$ cat src/verilog/tcas_params.svh
`ifndef TCAS_PARAMS_SVH
`define TCAS_PARAMS_SVH

// register indices; the byte address on the avalon bus is the index times four
`define TCAS_IDX_IMPEDANCE   8'h01
`define TCAS_IDX_STATUS     8'h02
`define TCAS_IDX_CTRL       8'h06
`define TCAS_IDX_DETCFG     8'h07
`define TCAS_IDX_MANUAL_A   8'h0d
`define TCAS_IDX_MANUAL_B   8'h0e
`define TCAS_IDX_DETIN      8'h10

// control register 0x06 fields
`define TCAS_CTRL_EN_BIT    4
`define TCAS_CTRL_ROUTE_MSB 2
`define TCAS_CTRL_RESET     8'h10

// detection config register fields and status keep mask
`define TCAS_DET_CHKDIS_BIT 1
`define TCAS_DET_CONV_LSB   2
`define TCAS_DET_RESET      8'h0c
`define TCAS_STATUS_KEEP    8'h30

// timing
`define TCAS_CLK_HZ         40000000
`define TCAS_BBM_NS         10000
`define TCAS_BBM_CYC        ((`TCAS_BBM_NS * (`TCAS_CLK_HZ / 1000000)) / 1000)
`define TCAS_DISCH_NS       50000
`define TCAS_DISCH_CYC      ((`TCAS_DISCH_NS * (`TCAS_CLK_HZ / 1000000)) / 1000)

`endif

$ cat src/verilog/tcas_pkg.sv
package tcas_pkg;

    typedef enum logic [2:0] {
        TCAS_R_OFF, TCAS_R_ON_A, TCAS_R_ON_B, TCAS_R_MANUAL,
        TCAS_R_UART, TCAS_R_USB, TCAS_R_AUD_DUAL, TCAS_R_AUD_SINGLE
    } tcas_route_e;

    // one bit per analog switch; high means closed
    typedef struct packed {
        logic top_to_host1;
        logic bot_to_host2;
        logic top_to_audio;
        logic bot_to_audio;
        logic sb1_to_mic;
        logic sb1_to_gnd;
        logic sb2_to_mic;
        logic sb2_to_gnd;
        logic lmg_to_lsense;
        logic rmg_to_rsense;
        logic lgm_to_lsense;
        logic rgm_to_rsense;
        logic rmg_to_tx;
        logic rmg_to_rx;
        logic rgm_to_tx;
        logic rgm_to_rx;
    } tcas_sw_s;

    typedef enum logic [1:0] {
        TCAS_ST_IDLE, TCAS_ST_BREAK, TCAS_ST_MAKE
    } tcas_seq_e;

endpackage

$ cat src/verilog/tcas_router.sv
// Summary of operation
// RULE1: switches stay open until device is enabled
// RULE2: host sets or clears enable bit 0x06[4]
// RULE3: enable bit reads one after reset
// RULE4: enabled switches follow route field 0x06[2:0]
// RULE5: route 000 opens every connector switch
// RULE6: dual route 001 data, sb1 mic, gm sense
// RULE7: dual route 010 data, sb2 mic, mg sense
// RULE8: dual route 011 uses manual registers 0x0D/0x0E
// RULE9: dual route 100 data, rmg and lgm sense
// RULE10: dual route 101 closes only data paths
// RULE11: route 110 audio, orientation picks sense
// RULE12: route 111 like 110, right sense open; single variant keeps right sense closed on 111 as on 110
// RULE13: orientation follows plug flag when check off
// RULE14: single route 001 top data, serial sense
// RULE15: single route 101 bottom data, swapped serial
// RULE16: disabled opens all switches, low current
// RULE17: disable clears impedance code and status bits; code keeps status bits under mask 0x30
// RULE18: enable rising restarts startup state machine
// RULE19: cc high drops mic, grounds sidebands 50us
// RULE20: single variant drives open-drain irq_n low
// RULE21: break old path 10us before new path
// RULE22: new control acts after write completes
// RULE23: single routes 010/011 default, 110/111 audio
//
// The Avalon-MM slave port was decided locally.
`include "tcas_params.svh"

module tcas_router
    import tcas_pkg::*;
#(
    parameter bit          SINGLE_SENSE = 1'b0,
    parameter int unsigned BBM_CYC      = `TCAS_BBM_CYC,
    parameter int unsigned DISCH_CYC    = `TCAS_DISCH_CYC
) (
    input  wire logic        clk_i,
    input  wire logic        rst_n_i,
    input  wire logic [7:0]  avs_address_i,
    input  wire logic        avs_read_i,
    input  wire logic        avs_write_i,
    input  wire logic [31:0] avs_writedata_i,
    input  wire logic [3:0]  avs_byteenable_i,
    output logic      [31:0] avs_readdata_o,
    output logic             avs_waitrequest_o,
    output logic      [1:0]  avs_response_o,
    input  wire logic        cc_high_i,
    input  wire logic        plug_orientation_flag_i,
    input  wire logic        sm_orientation_i,
    input  wire logic [7:0]  impedance_code_i,
    input  wire logic        impedance_valid_i,
    input  wire logic [7:0]  status_event_i,
    input  wire logic        irq_event_i,
    output tcas_sw_s         switch_o,
    output logic             low_current_o,
    output logic             sm_restart_o,
    output logic             irq_n_o,
    output logic             irq_n_oe_o
);

    logic [7:0] ctrl_reg;
    logic [7:0] detcfg_reg;
    logic [7:0] manual_a_reg;
    logic [7:0] manual_b_reg;
    logic [7:0] impedance_reg;
    logic [7:0] status_reg;
    logic       ack_reg;
    logic       irq_pend_reg;
    logic       en_prev_reg;
    tcas_sw_s   target;
    tcas_sw_s   applied_reg;
    tcas_seq_e  seq_reg;
    logic [15:0] bbm_cnt_reg;
    logic [15:0] disch_cnt_reg;
    logic       disch_reg;

    wire        enabled   = ctrl_reg[`TCAS_CTRL_EN_BIT];
    wire [2:0]  route_sel = ctrl_reg[`TCAS_CTRL_ROUTE_MSB:0];
    wire        wr_req    = avs_write_i && !ack_reg;
    wire        rd_req    = avs_read_i && !ack_reg;

    function automatic logic is_addr(input logic [7:0] a, input logic [7:0] idx);
        return a == {idx[5:0], 2'b00};
    endfunction

    // audio orientation: state machine choice only when the check is on and the conv field is 11, else plug flag
    wire use_plug = detcfg_reg[`TCAS_DET_CHKDIS_BIT] ||
                    (detcfg_reg[`TCAS_DET_CONV_LSB +: 2] != 2'b11); // RULE13
    wire orient   = use_plug ? plug_orientation_flag_i : sm_orientation_i; // RULE13

    // single-cycle wait state: write lands at the edge after waitrequest drops
    always_ff @(posedge clk_i) begin
        if (!rst_n_i)
            ack_reg <= 1'b0;
        else
            ack_reg <= (avs_read_i || avs_write_i) && !ack_reg;
    end

    always_ff @(posedge clk_i) begin
        if (!rst_n_i) begin
            ctrl_reg     <= `TCAS_CTRL_RESET; // RULE3
            detcfg_reg   <= `TCAS_DET_RESET;
            manual_a_reg <= 8'h00;
            manual_b_reg <= 8'h00;
        end else if (avs_write_i && ack_reg && avs_byteenable_i[0]) begin // RULE22
            if (is_addr(avs_address_i, `TCAS_IDX_CTRL))
                ctrl_reg <= avs_writedata_i[7:0]; // RULE2
            if (is_addr(avs_address_i, `TCAS_IDX_DETCFG))
                detcfg_reg <= avs_writedata_i[7:0];
            if (is_addr(avs_address_i, `TCAS_IDX_MANUAL_A))
                manual_a_reg <= avs_writedata_i[7:0];
            if (is_addr(avs_address_i, `TCAS_IDX_MANUAL_B))
                manual_b_reg <= avs_writedata_i[7:0];
        end
    end

    // detection results captured from the detector; while disabled impedance clears and status keeps only bits 0x30
    always_ff @(posedge clk_i) begin
        if (!rst_n_i) begin
            impedance_reg <= 8'h00;
            status_reg    <= 8'h00;
        end else if (!enabled) begin
            impedance_reg <= 8'h00; // RULE17
            status_reg    <= status_reg & `TCAS_STATUS_KEEP; // RULE17
        end else begin
            if (impedance_valid_i)
                impedance_reg <= impedance_code_i;
            status_reg <= status_event_i;
        end
    end

    always_ff @(posedge clk_i) begin
        if (!rst_n_i) begin
            avs_readdata_o <= 32'h0000_0000;
            avs_response_o <= 2'b00;
        end else if (rd_req) begin
            avs_response_o <= 2'b00;
            if (is_addr(avs_address_i, `TCAS_IDX_IMPEDANCE))
                avs_readdata_o <= {24'h00_0000, impedance_reg};
            else if (is_addr(avs_address_i, `TCAS_IDX_STATUS))
                avs_readdata_o <= {24'h00_0000, status_reg};
            else if (is_addr(avs_address_i, `TCAS_IDX_CTRL))
                avs_readdata_o <= {24'h00_0000, ctrl_reg};
            else if (is_addr(avs_address_i, `TCAS_IDX_DETCFG))
                avs_readdata_o <= {24'h00_0000, detcfg_reg};
            else if (is_addr(avs_address_i, `TCAS_IDX_MANUAL_A))
                avs_readdata_o <= {24'h00_0000, manual_a_reg};
            else if (is_addr(avs_address_i, `TCAS_IDX_MANUAL_B))
                avs_readdata_o <= {24'h00_0000, manual_b_reg};
            else if (is_addr(avs_address_i, `TCAS_IDX_DETIN))
                avs_readdata_o <= {24'h00_0000, 3'b000, seq_reg == TCAS_ST_IDLE,
                                   disch_reg, orient, cc_high_i,
                                   plug_orientation_flag_i};
            else begin
                avs_readdata_o <= 32'h0000_0000;
                avs_response_o <= 2'b10;
            end
        end else if (wr_req) begin
            avs_response_o <= 2'b00;
        end
    end

    always_ff @(posedge clk_i) begin
        if (!rst_n_i)
            avs_waitrequest_o <= 1'b1;
        else
            avs_waitrequest_o <= !((avs_read_i || avs_write_i) && !ack_reg);
    end

    // route table
    always_comb begin
        target = '0;
        if (enabled) begin // RULE1 RULE16
            case (tcas_route_e'(route_sel)) // RULE4
                TCAS_R_OFF: target = '0; // RULE5
                TCAS_R_ON_A: begin
                    target.top_to_host1 = 1'b1;
                    target.bot_to_host2 = !SINGLE_SENSE; // RULE14
                    target.sb1_to_mic   = 1'b1; // RULE6
                    target.sb2_to_gnd   = 1'b1;
                    if (SINGLE_SENSE) begin
                        target.rmg_to_tx = 1'b1; // RULE14
                        target.rgm_to_rx = 1'b1;
                    end else begin
                        target.lgm_to_lsense = 1'b1; // RULE6
                        target.rgm_to_rsense = 1'b1;
                    end
                end
                TCAS_R_ON_B, TCAS_R_MANUAL: begin
                    if (SINGLE_SENSE)
                        target = '0; // RULE23
                    else if (route_sel[0])
                        target = tcas_sw_s'({manual_b_reg, manual_a_reg}); // RULE8
                    else begin
                        target.top_to_host1  = 1'b1; // RULE7
                        target.bot_to_host2  = 1'b1;
                        target.sb1_to_gnd    = 1'b1;
                        target.sb2_to_mic    = 1'b1;
                        target.lmg_to_lsense = 1'b1;
                        target.rmg_to_rsense = 1'b1;
                    end
                end
                TCAS_R_UART: begin
                    target.top_to_host1 = 1'b1;
                    target.bot_to_host2 = !SINGLE_SENSE;
                    if (SINGLE_SENSE) begin
                        target.rmg_to_tx = !plug_orientation_flag_i;
                        target.rgm_to_rx = !plug_orientation_flag_i;
                        target.rmg_to_rx = plug_orientation_flag_i;
                        target.rgm_to_tx = plug_orientation_flag_i;
                    end else begin
                        target.rmg_to_rsense = 1'b1; // RULE9
                        target.lgm_to_lsense = 1'b1;
                    end
                end
                TCAS_R_USB: begin
                    target.top_to_host1 = !SINGLE_SENSE; // RULE10
                    target.bot_to_host2 = 1'b1; // RULE15
                    if (SINGLE_SENSE) begin
                        target.rmg_to_tx = !plug_orientation_flag_i; // RULE15
                        target.rgm_to_rx = !plug_orientation_flag_i;
                        target.rmg_to_rx = plug_orientation_flag_i;
                        target.rgm_to_tx = plug_orientation_flag_i;
                    end
                end
                TCAS_R_AUD_DUAL, TCAS_R_AUD_SINGLE: begin
                    target.top_to_audio = 1'b1; // RULE11
                    target.bot_to_audio = 1'b1;
                    target.sb1_to_mic   = !orient;
                    target.sb2_to_gnd   = !orient;
                    target.sb1_to_gnd   = orient;
                    target.sb2_to_mic   = orient;
                    if (SINGLE_SENSE) begin
                        target.rgm_to_rsense = !orient; // RULE23
                        target.rmg_to_rsense = orient;
                    end else begin
                        target.lgm_to_lsense = !orient; // RULE11
                        target.lmg_to_lsense = orient;
                        target.rgm_to_rsense = !orient && !route_sel[0]; // RULE12
                        target.rmg_to_rsense = orient && !route_sel[0]; // RULE12
                    end
                end
                default: target = '0;
            endcase
        end
    end

    // break-before-make: open dropped paths at once, close new ones after delay
    always_ff @(posedge clk_i) begin
        if (!rst_n_i) begin
            applied_reg <= '0; // RULE1
            seq_reg     <= TCAS_ST_IDLE;
            bbm_cnt_reg <= 16'h0000;
        end else begin
            case (seq_reg)
                TCAS_ST_IDLE: begin
                    if (target != applied_reg) begin
                        applied_reg <= applied_reg & target; // RULE21
                        if ((target & ~applied_reg) != '0) begin
                            seq_reg     <= TCAS_ST_BREAK;
                            bbm_cnt_reg <= 16'(BBM_CYC);
                        end
                    end
                end
                TCAS_ST_BREAK: begin
                    applied_reg <= applied_reg & target;
                    // a further opening restarts the gap, so no close follows it early
                    if ((applied_reg & ~target) != '0)
                        bbm_cnt_reg <= 16'(BBM_CYC); // RULE21
                    else if (bbm_cnt_reg <= 16'h0001)
                        seq_reg <= TCAS_ST_MAKE;
                    else
                        bbm_cnt_reg <= bbm_cnt_reg - 16'h0001; // RULE21
                end
                TCAS_ST_MAKE: begin
                    if ((applied_reg & ~target) != '0) begin
                        applied_reg <= applied_reg & target; // RULE21
                        bbm_cnt_reg <= 16'(BBM_CYC);
                        seq_reg     <= TCAS_ST_BREAK;
                    end else begin
                        applied_reg <= target;
                        seq_reg     <= TCAS_ST_IDLE;
                    end
                end
                default: seq_reg <= TCAS_ST_IDLE;
            endcase
        end
    end

    // cc high: hold sidebands on ground; count keeps discharge asserted
    // for the full window even if cc bounces low again
    always_ff @(posedge clk_i) begin
        if (!rst_n_i) begin
            disch_reg     <= 1'b0;
            disch_cnt_reg <= 16'h0000;
        end else if (cc_high_i && enabled) begin
            disch_reg     <= 1'b1; // RULE19
            disch_cnt_reg <= 16'(DISCH_CYC);
        end else if (disch_cnt_reg != 16'h0000) begin
            disch_cnt_reg <= disch_cnt_reg - 16'h0001;
        end else begin
            disch_reg <= 1'b0;
        end
    end

    always_ff @(posedge clk_i) begin
        if (!rst_n_i) begin
            switch_o <= '0;
        end else if (!enabled) begin
            switch_o <= '0; // RULE16
        end else begin
            switch_o <= applied_reg;
            if (disch_reg || cc_high_i) begin
                switch_o.sb1_to_mic <= 1'b0; // RULE19
                switch_o.sb2_to_mic <= 1'b0;
                switch_o.sb1_to_gnd <= 1'b1;
                switch_o.sb2_to_gnd <= 1'b1;
            end
        end
    end

    always_ff @(posedge clk_i) begin
        if (!rst_n_i) begin
            low_current_o <= 1'b0;
            en_prev_reg   <= 1'b1;
            sm_restart_o  <= 1'b1;
        end else begin
            low_current_o <= !enabled; // RULE16
            en_prev_reg   <= enabled;
            sm_restart_o  <= enabled && !en_prev_reg; // RULE18
        end
    end

    // open drain: only ever drives low
    always_ff @(posedge clk_i) begin
        if (!rst_n_i) begin
            irq_pend_reg <= 1'b0;
            irq_n_oe_o   <= 1'b0;
            irq_n_o      <= 1'b0;
        end else begin
            if (irq_event_i)
                irq_pend_reg <= 1'b1;
            else if (avs_read_i && ack_reg && is_addr(avs_address_i, `TCAS_IDX_STATUS))
                irq_pend_reg <= 1'b0;
            irq_n_o    <= 1'b0;
            irq_n_oe_o <= SINGLE_SENSE && (irq_pend_reg || irq_event_i); // RULE20
        end
    end

endmodule
$ cat config.mk
export PLATFORM = sky130hd
export DESIGN_NAME = tcas_router
export DESIGN_NICKNAME = d
export VERILOG_FILES = /design/src/verilog/tcas_pkg.sv /design/src/verilog/tcas_router.sv
export VERILOG_INCLUDE_DIRS = /design/src /design/src/verilog
export SDC_FILE = /design/constraint.sdc
export NUM_CORES = 1
export LEC_CHECK = 0
export BUFFER_PORTS_ARGS = -buffer_cell sky130_fd_sc_hd__buf_2
export CAP_MARGIN = 20
export CORE_AREA = 4 4 114 116
export CTS_BUF_LIST = sky130_fd_sc_hd__clkbuf_4
export DETAILED_ROUTE_END_ITERATION = 12
export DIE_AREA = 0 0 118 120
export PLACE_DENSITY = 0.81
export SKIP_CTS_REPAIR_TIMING = 1
export SYNTH_ARGS = -nofsm -noshare
export SYNTH_HDL_FRONTEND = slang
export SYNTH_SLANG_ARGS = --single-unit
$ cat constraint.sdc
create_clock -name clk_i -period 4.5 [get_ports clk_i]
set_input_delay 0.9 -clock clk_i [delete_from_list [all_inputs] [get_ports clk_i]]
set_output_delay 0.9 -clock clk_i [all_outputs]
set_load 0.02 [all_outputs]
==> qor.yml, run 1 <==
outcome:
  status: "finished, final reports clean"
timing:
  fin_tns_setup_ps: 0
  setup_ws_ps: 1070
  worst-slew-pin-transition_ps: 1140
  report.final.slew_viol_count: 0
  relSlewSlack: 0.236
  timing.final.crit_period_ps: 3430
  max_freq_ghz: 0.292
  fin_worst_skew_ps: 28.3
  finalHoldViolCount: 0
  setup_viol: 0
  timing.final.crit_share: 0.762
  rsz0062_at_grt: "no"
power_and_ir_drop:
  vdd_drop_max_mv: 0.189
  swShare: 0.306
  leakage_nw: 3.35
  p_seq_frac: 0.486
  internal_power_mw: 1.83
  powerDensity_nw_per_um2: 354
  p_clk_frac: 0.339
  combPwrFrac: 0.175
  p_sw_mw: 0.807
worst_setup_path:
  cp.arrival_ps: 3850
  critical_path_buf_inv_count: 2
  slowest_stage: "o21ai_4"
  end_kind: "flip-flop"
  required_ps: 4920
  slowest_delay_ps: 500
  crit_chain: "buf_2 > and4b_1 > a21o_1 > a211oi_1 > o21a_1 > inv_1 > ha_1 > nor4_1 > and4_1 > nand2_1 > o21ai_4 > nor2_2 > o2111a_1"
  crit_type: "in2reg"
  critPathLaunchType: "input pin"
  path_delay_family: "compound AO/OA/AOI/OAI gates"
  path_max_fanout: 26
drt:
  ant_nets: 0
  drt-total-wl_mm: 16.9
  avgViaCountPerCell: 5.90
  drc_errors: 0
  drt_iter0_markers: 707
  wl_per_cell_um: 16.7
  firstDrtPassIters: 5
  via_count: 5951
worst_hold_path:
  hp-class: "reg2reg"
synth:
  seq_area_frac_synth: 0.380
  async_reset_ff_frac: 0
  synth_cell_types: 71
  ys.flop_type: "dfxtp_1"
  syn_inst: 794
  yosys_warnings: 0
  ys_seq_elements: 129
  avgSynthCellArea_sq_um: 8.56
  synth_edf_count: 0
  synth_area_sq_um: 6800
cells_and_area:
  final_core_util: 0.624
  final_cell_mix: "dfxtp_1 (129), nor2_1 (99), buf_2 (68), nand2_1 (52), ha_1 (51)"
  design_area_sq_um: 7440
  syn2layout_area_growth_pct: 9.43
  final_common_cell: "dfxtp_1"
  final_layout_size_suffix_gt1_frac: 0.139
  fin_nets: 969
  n_antenna_cell: 0
place:
  place_ws_ps: 561
  dp_hpwl_mm: 12.2
  portBuffers: 68
  placedInstanceArea_sq_um: 7110
  gp_congestion: 0.916
floorplan:
  rows: 40
  pin_count: 124
  die_w_um: 118
  fp.coreArea_sq_um: 11900
  die-area_sq_um: 14200
  start_util: 0.571
  die_y_um: 120
cts:
  cts.path.max_buffers: 2
  cts.clk_slew.worst_paths_ps: 110
  cts_max_level: 4
  tritoncts: "done"
  insertion_delay_ps: 550
  clockRootBuffer: "clkbuf_4"
  cts-buffers-inserted: 17
  cts_sinks: 129
grt:
  track_usage: 0.238
  grt-ovfl-total: 0
  grt_max_degree: 56
  grt_pass1_wl_mm: 27.4
  antenna_found_initial: 0
  grt_pass1_vias: 5448
job:
  max_cap_viol_count: 0
[cell type report]
type	instances	area, sq um
clock buffer	18	135
clock inverter	14	188
fill	1064	4470
inverter	49	184
multi-input combinational	577	3770
sequential	129	2580
tap	147	184
timing repair buffer	75	393
[path summary, 6_finish.rpt]
kind,end,start,cells past startpoint,slack (ps)
worst min-delay path,bbm_cnt_reg[14]$_SDFFE_PN0P_,bbm_cnt_reg[14]$_SDFFE_PN0P_,2,490
worst max-delay path,bbm_cnt_reg[7]$_SDFFE_PN0P_,sm_orientation_i,13,1070
worst min register to register,bbm_cnt_reg[14]$_SDFFE_PN0P_,bbm_cnt_reg[14]$_SDFFE_PN0P_,2,490
worst max register to register,bbm_cnt_reg[7]$_SDFFE_PN0P_,ctrl_reg[2]$_SDFFE_PN0P_,11,1090
[logic make-up (layout without fill, tap and decap cells)]
logic type                 count (synthesis)  count (layout)  share of synthesized area
AOI/OAI and AO/OA                        160             160                      0.156
xor gates and xnor gates                  11              11                     0.0142
adders and majority gates                 52              52                     0.0954
buffers and inverters                    114             156                     0.0795
DFF                                      129             129                      0.380
muxes                                     42              42                     0.0620
other                                      1              27                   0.000552
and+or+nand+nor                          285             285                      0.212
[Yosys cell counts, types with 6 or more instances]
| cell type | number | share of area |
|---|---|---|
| a221oi_1 | 7 | 0.0090 |
| a21oi_1 | 43 | 0.032 |
| nand3_1 | 19 | 0.014 |
| nor4_1 | 17 | 0.016 |
| ha_1 | 51 | 0.094 |
| and3_1 | 10 | 0.0092 |
| inv_1 | 48 | 0.027 |
| nor2_1 | 99 | 0.055 |
| dfxtp_1 | 129 | 0.38 |
| or4_1 | 7 | 0.0077 |
| mux2i_1 | 41 | 0.060 |
| clkbuf_1 | 36 | 0.020 |
| xnor2_1 | 6 | 0.0077 |
| a211oi_1 | 11 | 0.012 |
| nand2_1 | 52 | 0.029 |
| o211ai_1 | 6 | 0.0066 |
| nand4_1 | 11 | 0.010 |
| or3_1 | 8 | 0.0074 |
| a31oi_1 | 7 | 0.0064 |
| nor3_1 | 20 | 0.015 |
| nand3b_1 | 6 | 0.0066 |
| o21ai_0 | 32 | 0.024 |
| o31ai_1 | 6 | 0.0066 |
| buf_4 | 28 | 0.031 |
[stage by stage]
stage,total power [mW],instances,hold WS [ps]
2_1_floorplan,1.64,820,388
3_3_place_gp,1.74,977,468
3_5_place_dp,1.76,977,474
4_1_cts,2.64,1009,493
5_1_grt,2.76,1009,503
6_report,2.64,1009,491
[worst register-to-register path, stage by stage (launching register included)]
cell and delay (ps):
dfxtp_1 510, inv_1 190, a211o_1 290, nor2_1 140
o21ai_0 220, ha_1 260, nor4_1 330, and4_1 390
nand2_1 130, o21ai_4 500, nor2_2 100, o2111a_1 240
[power by group through the flow]
| stage | Combinational (mW) | Sequential [mW] | Clock [mW] |
|---|---|---|---|
| 3_5_place_dp | 0.450 | 1.31 | 0 |
| 5_1_grt | 0.509 | 1.29 | 0.957 |
| 4_1_cts | 0.454 | 1.28 | 0.905 |
| 3_3_place_gp | 0.440 | 1.30 | 0 |
| 6_report | 0.460 | 1.28 | 0.894 |
| 2_1_floorplan | 0.323 | 1.32 | 0 |
[metal layers]
metal | share of wire | global-route usage
met3 | 0.063 | 0.0448
met1 | 0.44 | 0.319
met4 | 0.035 | 0.101
met5 | 0 | 0
met2 | 0.46 | 0.378
(Power assumes the default switching activity.)
==> run 2, diff against run 1 <==
--- a/config.mk
+++ b/config.mk
@@ -8,11 +8,11 @@
 export LEC_CHECK = 0
 export BUFFER_PORTS_ARGS = -buffer_cell sky130_fd_sc_hd__buf_2
 export CAP_MARGIN = 20
-export CORE_AREA = 4 4 114 116
+export CORE_AREA = 4 4 120 122
 export CTS_BUF_LIST = sky130_fd_sc_hd__clkbuf_4
 export DETAILED_ROUTE_END_ITERATION = 12
-export DIE_AREA = 0 0 118 120
-export PLACE_DENSITY = 0.81
+export DIE_AREA = 0 0 124 126
+export PLACE_DENSITY = 0.77
 export SKIP_CTS_REPAIR_TIMING = 1
 export SYNTH_ARGS = -nofsm -noshare
 export SYNTH_HDL_FRONTEND = slang
==> constraint.sdc (replaced) <==
create_clock -name clk_i -period 2.82 [get_ports clk_i]
set_input_delay 0.564 -clock clk_i [delete_from_list [all_inputs] [get_ports clk_i]]
set_output_delay 0.564 -clock clk_i [all_outputs]
set_load 0.02 [all_outputs]
==> run 2 against run 1 <==
  * The flow now finishes with violations (negative setup slack)
  * Utilization fell by 0.20 points
  * Final area up 10%
  * Highest routed layer unchanged
  * Via count rose by 2.3%
  * Flip-flop and latch count did not move
  * Clock power is 36% higher
  * Non-clock buffer count up 54
  * Largest power group unchanged
==> qor.yml, run 2 (same netlist as run 1, synthesis figures left out) <==
worst_setup_path:
  crit_type: "reg2reg"
  end_kind: "flip-flop"
  path_max_fanout: 6
  cp.arrival_ps: 3330
  required_ps: 3250
  critPathLaunchType: "flip-flop"
grt:
  antenna_found_initial: 0
  grt-ovfl-total: 0
  track_usage: 0.222
  grt_pass1_wl_mm: 27.5
  grt_max_degree: 39
  grt_pass1_vias: 5567
place:
  gp_congestion: 0.908
  portBuffers: 68
  place_ws_ps: -520
  dp_hpwl_mm: 12.5
cts:
  cts_max_level: 4
  cts.path.max_buffers: 2
  cts_sinks: 129
  cts-buffers-inserted: 17
  clockRootBuffer: "clkbuf_4"
  insertion_delay_ps: 560
  tritoncts: "done"
  cts.clk_slew.worst_paths_ps: 110
timing:
  max_freq_ghz: 0.345
  setup_ws_ps: -82.1
  fin_worst_skew_ps: 22.0
  relSlewSlack: 0.490
  finalHoldViolCount: 0
  timing.final.crit_period_ps: 2900
  worst-slew-pin-transition_ps: 764
  setup_viol: 23
  report.final.slew_viol_count: 0
  rsz0062_at_grt: "yes"
  timing.final.crit_share: 1.03
drt:
  drc_errors: 0
  firstDrtPassIters: 5
  avgViaCountPerCell: 5.57
  drt-total-wl_mm: 17.5
  via_count: 6086
  wl_per_cell_um: 16.0
  ant_nets: 0
  drt_iter0_markers: 482
job:
  max_cap_viol_count: 0
cells_and_area:
  final_layout_size_suffix_gt1_frac: 0.251
  fin_nets: 1023
  final_cell_mix: "dfxtp_1 (128), nor2_1 (91), buf_2 (68), buf_4 (49), ha_1 (47)"
  final_common_cell: "dfxtp_1"
  n_antenna_cell: 0
  syn2layout_area_growth_pct: 20.8
outcome:
  status: "finished with violations"
  violations: "negative setup slack"
power_and_ir_drop:
  vdd_drop_max_mv: 0.396
  p_total_mw: 4.15
  leakage_nw: 3.70
  powerDensity_nw_per_um2: 505
worst_hold_path:
  hp-class: "in2reg"
floorplan:
  die_y_um: 126
  fp.coreArea_sq_um: 13200
  rows: 42
  die_w_um: 124
  pin_count: 124
  die-area_sq_um: 15600
  start_util: 0.515
[run 2: cell type report]
cell class	count	area, sq um
clock buffers	20	150
clock inverters	12	118
fillers	1127	4980
inverters	49	184
multi-input cells	577	4060
flip-flops and latches	129	2580
well taps	176	220
repair buffers	129	897
[run 2: path summary, 6_finish.rpt]
path	depth (start not counted)	start	slack, ps	to
worst max register to register	15	detcfg_reg[1]$_SDFFE_PN0P_	-80	bbm_cnt_reg[15]$_SDFFE_PN0P_
worst min-delay path	2	status_event_i[1]	240	status_reg[1]$_SDFF_PN0_
worst min register to register	2	avs_readdata_o[2]$_SDFFE_PN0P_	470	avs_readdata_o[2]$_SDFFE_PN0P_
worst max-delay path	15	detcfg_reg[1]$_SDFFE_PN0P_	-80	bbm_cnt_reg[15]$_SDFFE_PN0P_
[run 2: power breakdown]
group	switching (mW)	internal [mW]	leakage, nW
clock network	0.681	0.541	0.141
registers	0.106	1.94	1.05
logic	0.528	0.348	2.51
[run 2: per-layer routing]
layer / vias up / track usage / share of wire
met4: 0 / 0.0844 / 0.025
met3: 41 / 0.0570 / 0.068
met5: - / 0 / 0
met1: 2855 / 0.306 / 0.45
li1: 2986 / - / -
met2: 204 / 0.332 / 0.46
[run 2: worst max-delay path, stage by stage, from the launching register on]
cell,delay (ps)
dfxtp_2,350
and4b_2,330
a211oi_4,60
buf_4,140
nor2_2,190
o21ai_2,100
buf_4,140
ha_2,180
nor4_4,270
and4_4,330
nand2_4,70
o21ai_4,180
buf_6,150
clkbuf_16,140
or3_4,110
a21oi_2,40
[run 2: per-stage QoR]
step | hold slack (ps) | utilization | cell area (sq um) | std cells | TNS, ps
after global routing | 206 | 0.622 | 8210 | 1092 | -7030
after global placement | 459 | 0.577 | 7610 | 1054 | -11500
after CTS | 188 | 0.597 | 7880 | 1086 | -5650
after floorplan | 388 | - | 6970 | 820 | -11.9
final | 242 | 0.622 | 8210 | 1092 | -1010
after detailed placement | 460 | 0.577 | 7610 | 1054 | -14190
==> run 3, diff against run 2 <==
--- a/config.mk
+++ b/config.mk
@@ -8,11 +8,12 @@
 export LEC_CHECK = 0
 export BUFFER_PORTS_ARGS = -buffer_cell sky130_fd_sc_hd__buf_2
 export CAP_MARGIN = 20
-export CORE_AREA = 4 4 120 122
+export CORE_AREA = 4 4 133 110
 export CTS_BUF_LIST = sky130_fd_sc_hd__clkbuf_4
 export DETAILED_ROUTE_END_ITERATION = 12
-export DIE_AREA = 0 0 124 126
-export PLACE_DENSITY = 0.77
+export DIE_AREA = 0 0 137 114
+export GPL_TIMING_DRIVEN = 0
+export PLACE_DENSITY_LB_ADDON = 0.15
 export SKIP_CTS_REPAIR_TIMING = 1
 export SYNTH_ARGS = -nofsm -noshare
 export SYNTH_HDL_FRONTEND = slang
==> run 3 against run 2 <==
  * The run still ends with negative setup slack left
  * Final area grew 0.85%
  * Sequential share of layout area is 0.19 points lower
  * Setup slack got worse by 100 ps
  * Critical endpoint is now bbm_cnt_reg[7]$_SDFFE_PN0P_
  * Largest cell class unchanged
==> qor.yml, run 3 (same netlist as run 1, synthesis figures left out) <==
grt:
  track_usage: 0.249
  antenna_found_initial: 3
  grt_pass1_wl_mm: 30.3
  grt_pass1_vias: 5836
  grt-ovfl-total: 0
  grt_max_degree: 17
power_and_ir_drop:
  p_clk_frac: 0.275
  p_total_mw: 4.21
  p_seq_frac: 0.487
  internal_power_mw: 2.79
  p_sw_mw: 1.42
  vdd_drop_max_mv: 0.385
  swShare: 0.337
  combPwrFrac: 0.239
  leakage_nw: 3.69
  powerDensity_nw_per_um2: 509
cells_and_area:
  fin_nets: 1042
  final_layout_size_suffix_gt1_frac: 0.246
  nFillCells: 1183
  syn2layout_area_growth_pct: 21.8
  multiInputGateArea_sq_um: 4120
  final_cell_mix: "dfxtp_1 (125), nor2_1 (86), buf_2 (64), ha_1 (47), inv_1 (46)"
  ff_latch_area_sq_um: 2590
  design_area_sq_um: 8280
  final_core_util: 0.622
  final_common_cell: "dfxtp_1"
  final_cells: 1115
place:
  gp_congestion: 0.959
  portBuffers: 64
  dp_hpwl_mm: 14.3
  placedInstanceArea_sq_um: 7520
  place_ws_ps: -764
  dp.cells: 1064
timing:
  finalHoldViolCount: 0
  relSlewSlack: 0.258
  worst-slew-pin-transition_ps: 1100
  rsz0062_at_grt: "yes"
  timing.final.crit_period_ps: 3000
  setup_viol: 33
  fin_worst_skew_ps: 25.0
  timing.final.crit_share: 1.07
  fin_tns_setup_ps: -3220
  report.final.slew_viol_count: 0
  setup_ws_ps: -184
  fin_hold_ws_ps: 241
  max_freq_ghz: 0.333
floorplan:
  die_y_um: 114
  pin_count: 124
  rows: 38
  die-area_sq_um: 15600
  fp.coreArea_sq_um: 13300
  die_w_um: 137
  start_util: 0.511
drt:
  drt_iter0_markers: 744
  avgViaCountPerCell: 5.78
  drt-total-wl_mm: 20.0
  drc_errors: 0
  wl_per_cell_um: 17.9
  ant_nets: 0
  firstDrtPassIters: 6
  via_count: 6446
job:
  max_cap_viol_count: 0
cts:
  insertion_delay_ps: 550
  cts-buffers-inserted: 17
  clockRootBuffer: "clkbuf_4"
  cts.path.max_buffers: 2
  cts.clk_slew.worst_paths_ps: 130
  tritoncts: "done"
  cts_max_level: 4
  cts_sinks: 129
worst_setup_path:
  crit_type: "reg2reg"
  path_max_fanout: 10
  cp.arrival_ps: 3440
  end_kind: "flip-flop"
  critPathLaunchType: "flip-flop"
  reg2regPathDepth: 12
  rr_endpoint: "bbm_cnt_reg[7]$_SDFFE_PN0P_"
  r2r_start: "ctrl_reg[1]$_SDFFE_PN0P_"
  required_ps: 3260
  rrSetupSlack_ps: -180
outcome:
  violations: "negative setup slack"
  status: "finished with violations"
worst_hold_path:
  hp-class: "in2reg"
  hold_path_end: "status_reg[3]$_SDFF_PN0_"
  hold_path_depth: 2
  holdCritStartpoint: "status_event_i[3]"
run 3: how the worst max path moves through the flow:
stage	startpoint	endpoint	slack (ps)	cells after the start
after floorplan	sm_orientation_i	bbm_cnt_reg[7]$_SDFFE_PN0P_	-6	14
after global placement	sm_orientation_i	applied_reg[8]$_SDFFE_PN0P_	-750	14
after detailed placement	sm_orientation_i	applied_reg[8]$_SDFFE_PN0P_	-760	14
after CTS	ctrl_reg[2]$_SDFFE_PN0P_	applied_reg[8]$_SDFFE_PN0P_	-790	13
after global routing	ctrl_reg[1]$_SDFFE_PN0P_	bbm_cnt_reg[7]$_SDFFE_PN0P_	-260	12
final	ctrl_reg[1]$_SDFFE_PN0P_	bbm_cnt_reg[7]$_SDFFE_PN0P_	-180	12
run 3: area by class of cell:
cell class	instances	area share
multi-input cells	578	0.498
clock buffers	18	0.0163
flip-flops and latches	129	0.313
repair buffers	86	0.0605
well taps	180	0.0272
diodes	1	0.000302
clock inverters	13	0.0135
inverters	49	0.0230
plain buffers	61	0.0488
run 3: critical path, stage by stage, from the launching register on:
cell and delay, ps:
dfxtp_1 370, clkbuf_2 270, nand2_2 160, nor2_2 190
o21ai_0 170, ha_1 240, nor4_2 320, and4_4 370
nand2_4 70, o21ai_4 290, buf_6 190, nor2_4 40
o2111a_1 230
run 3: routing by layer:
layer  vias up  global-route usage  wire length [um]
li1       3053                   -                 -
met3        41              0.0758              1840
met4         4              0.0705               384
met5         -                   0                14
met1      3048               0.349              8600
met2       300               0.371              9160
run 3: power groups by stage:
stage / clock (mW) / sequential, mW / combinational (mW)
floorplan: 0 / 2.10 / 0.559
global placement: 0 / 2.08 / 0.821
detailed placement: 0 / 2.08 / 0.838
CTS: 1.17 / 2.04 / 0.849
global route: 1.26 / 2.07 / 1.08
finish: 1.16 / 2.05 / 1.00
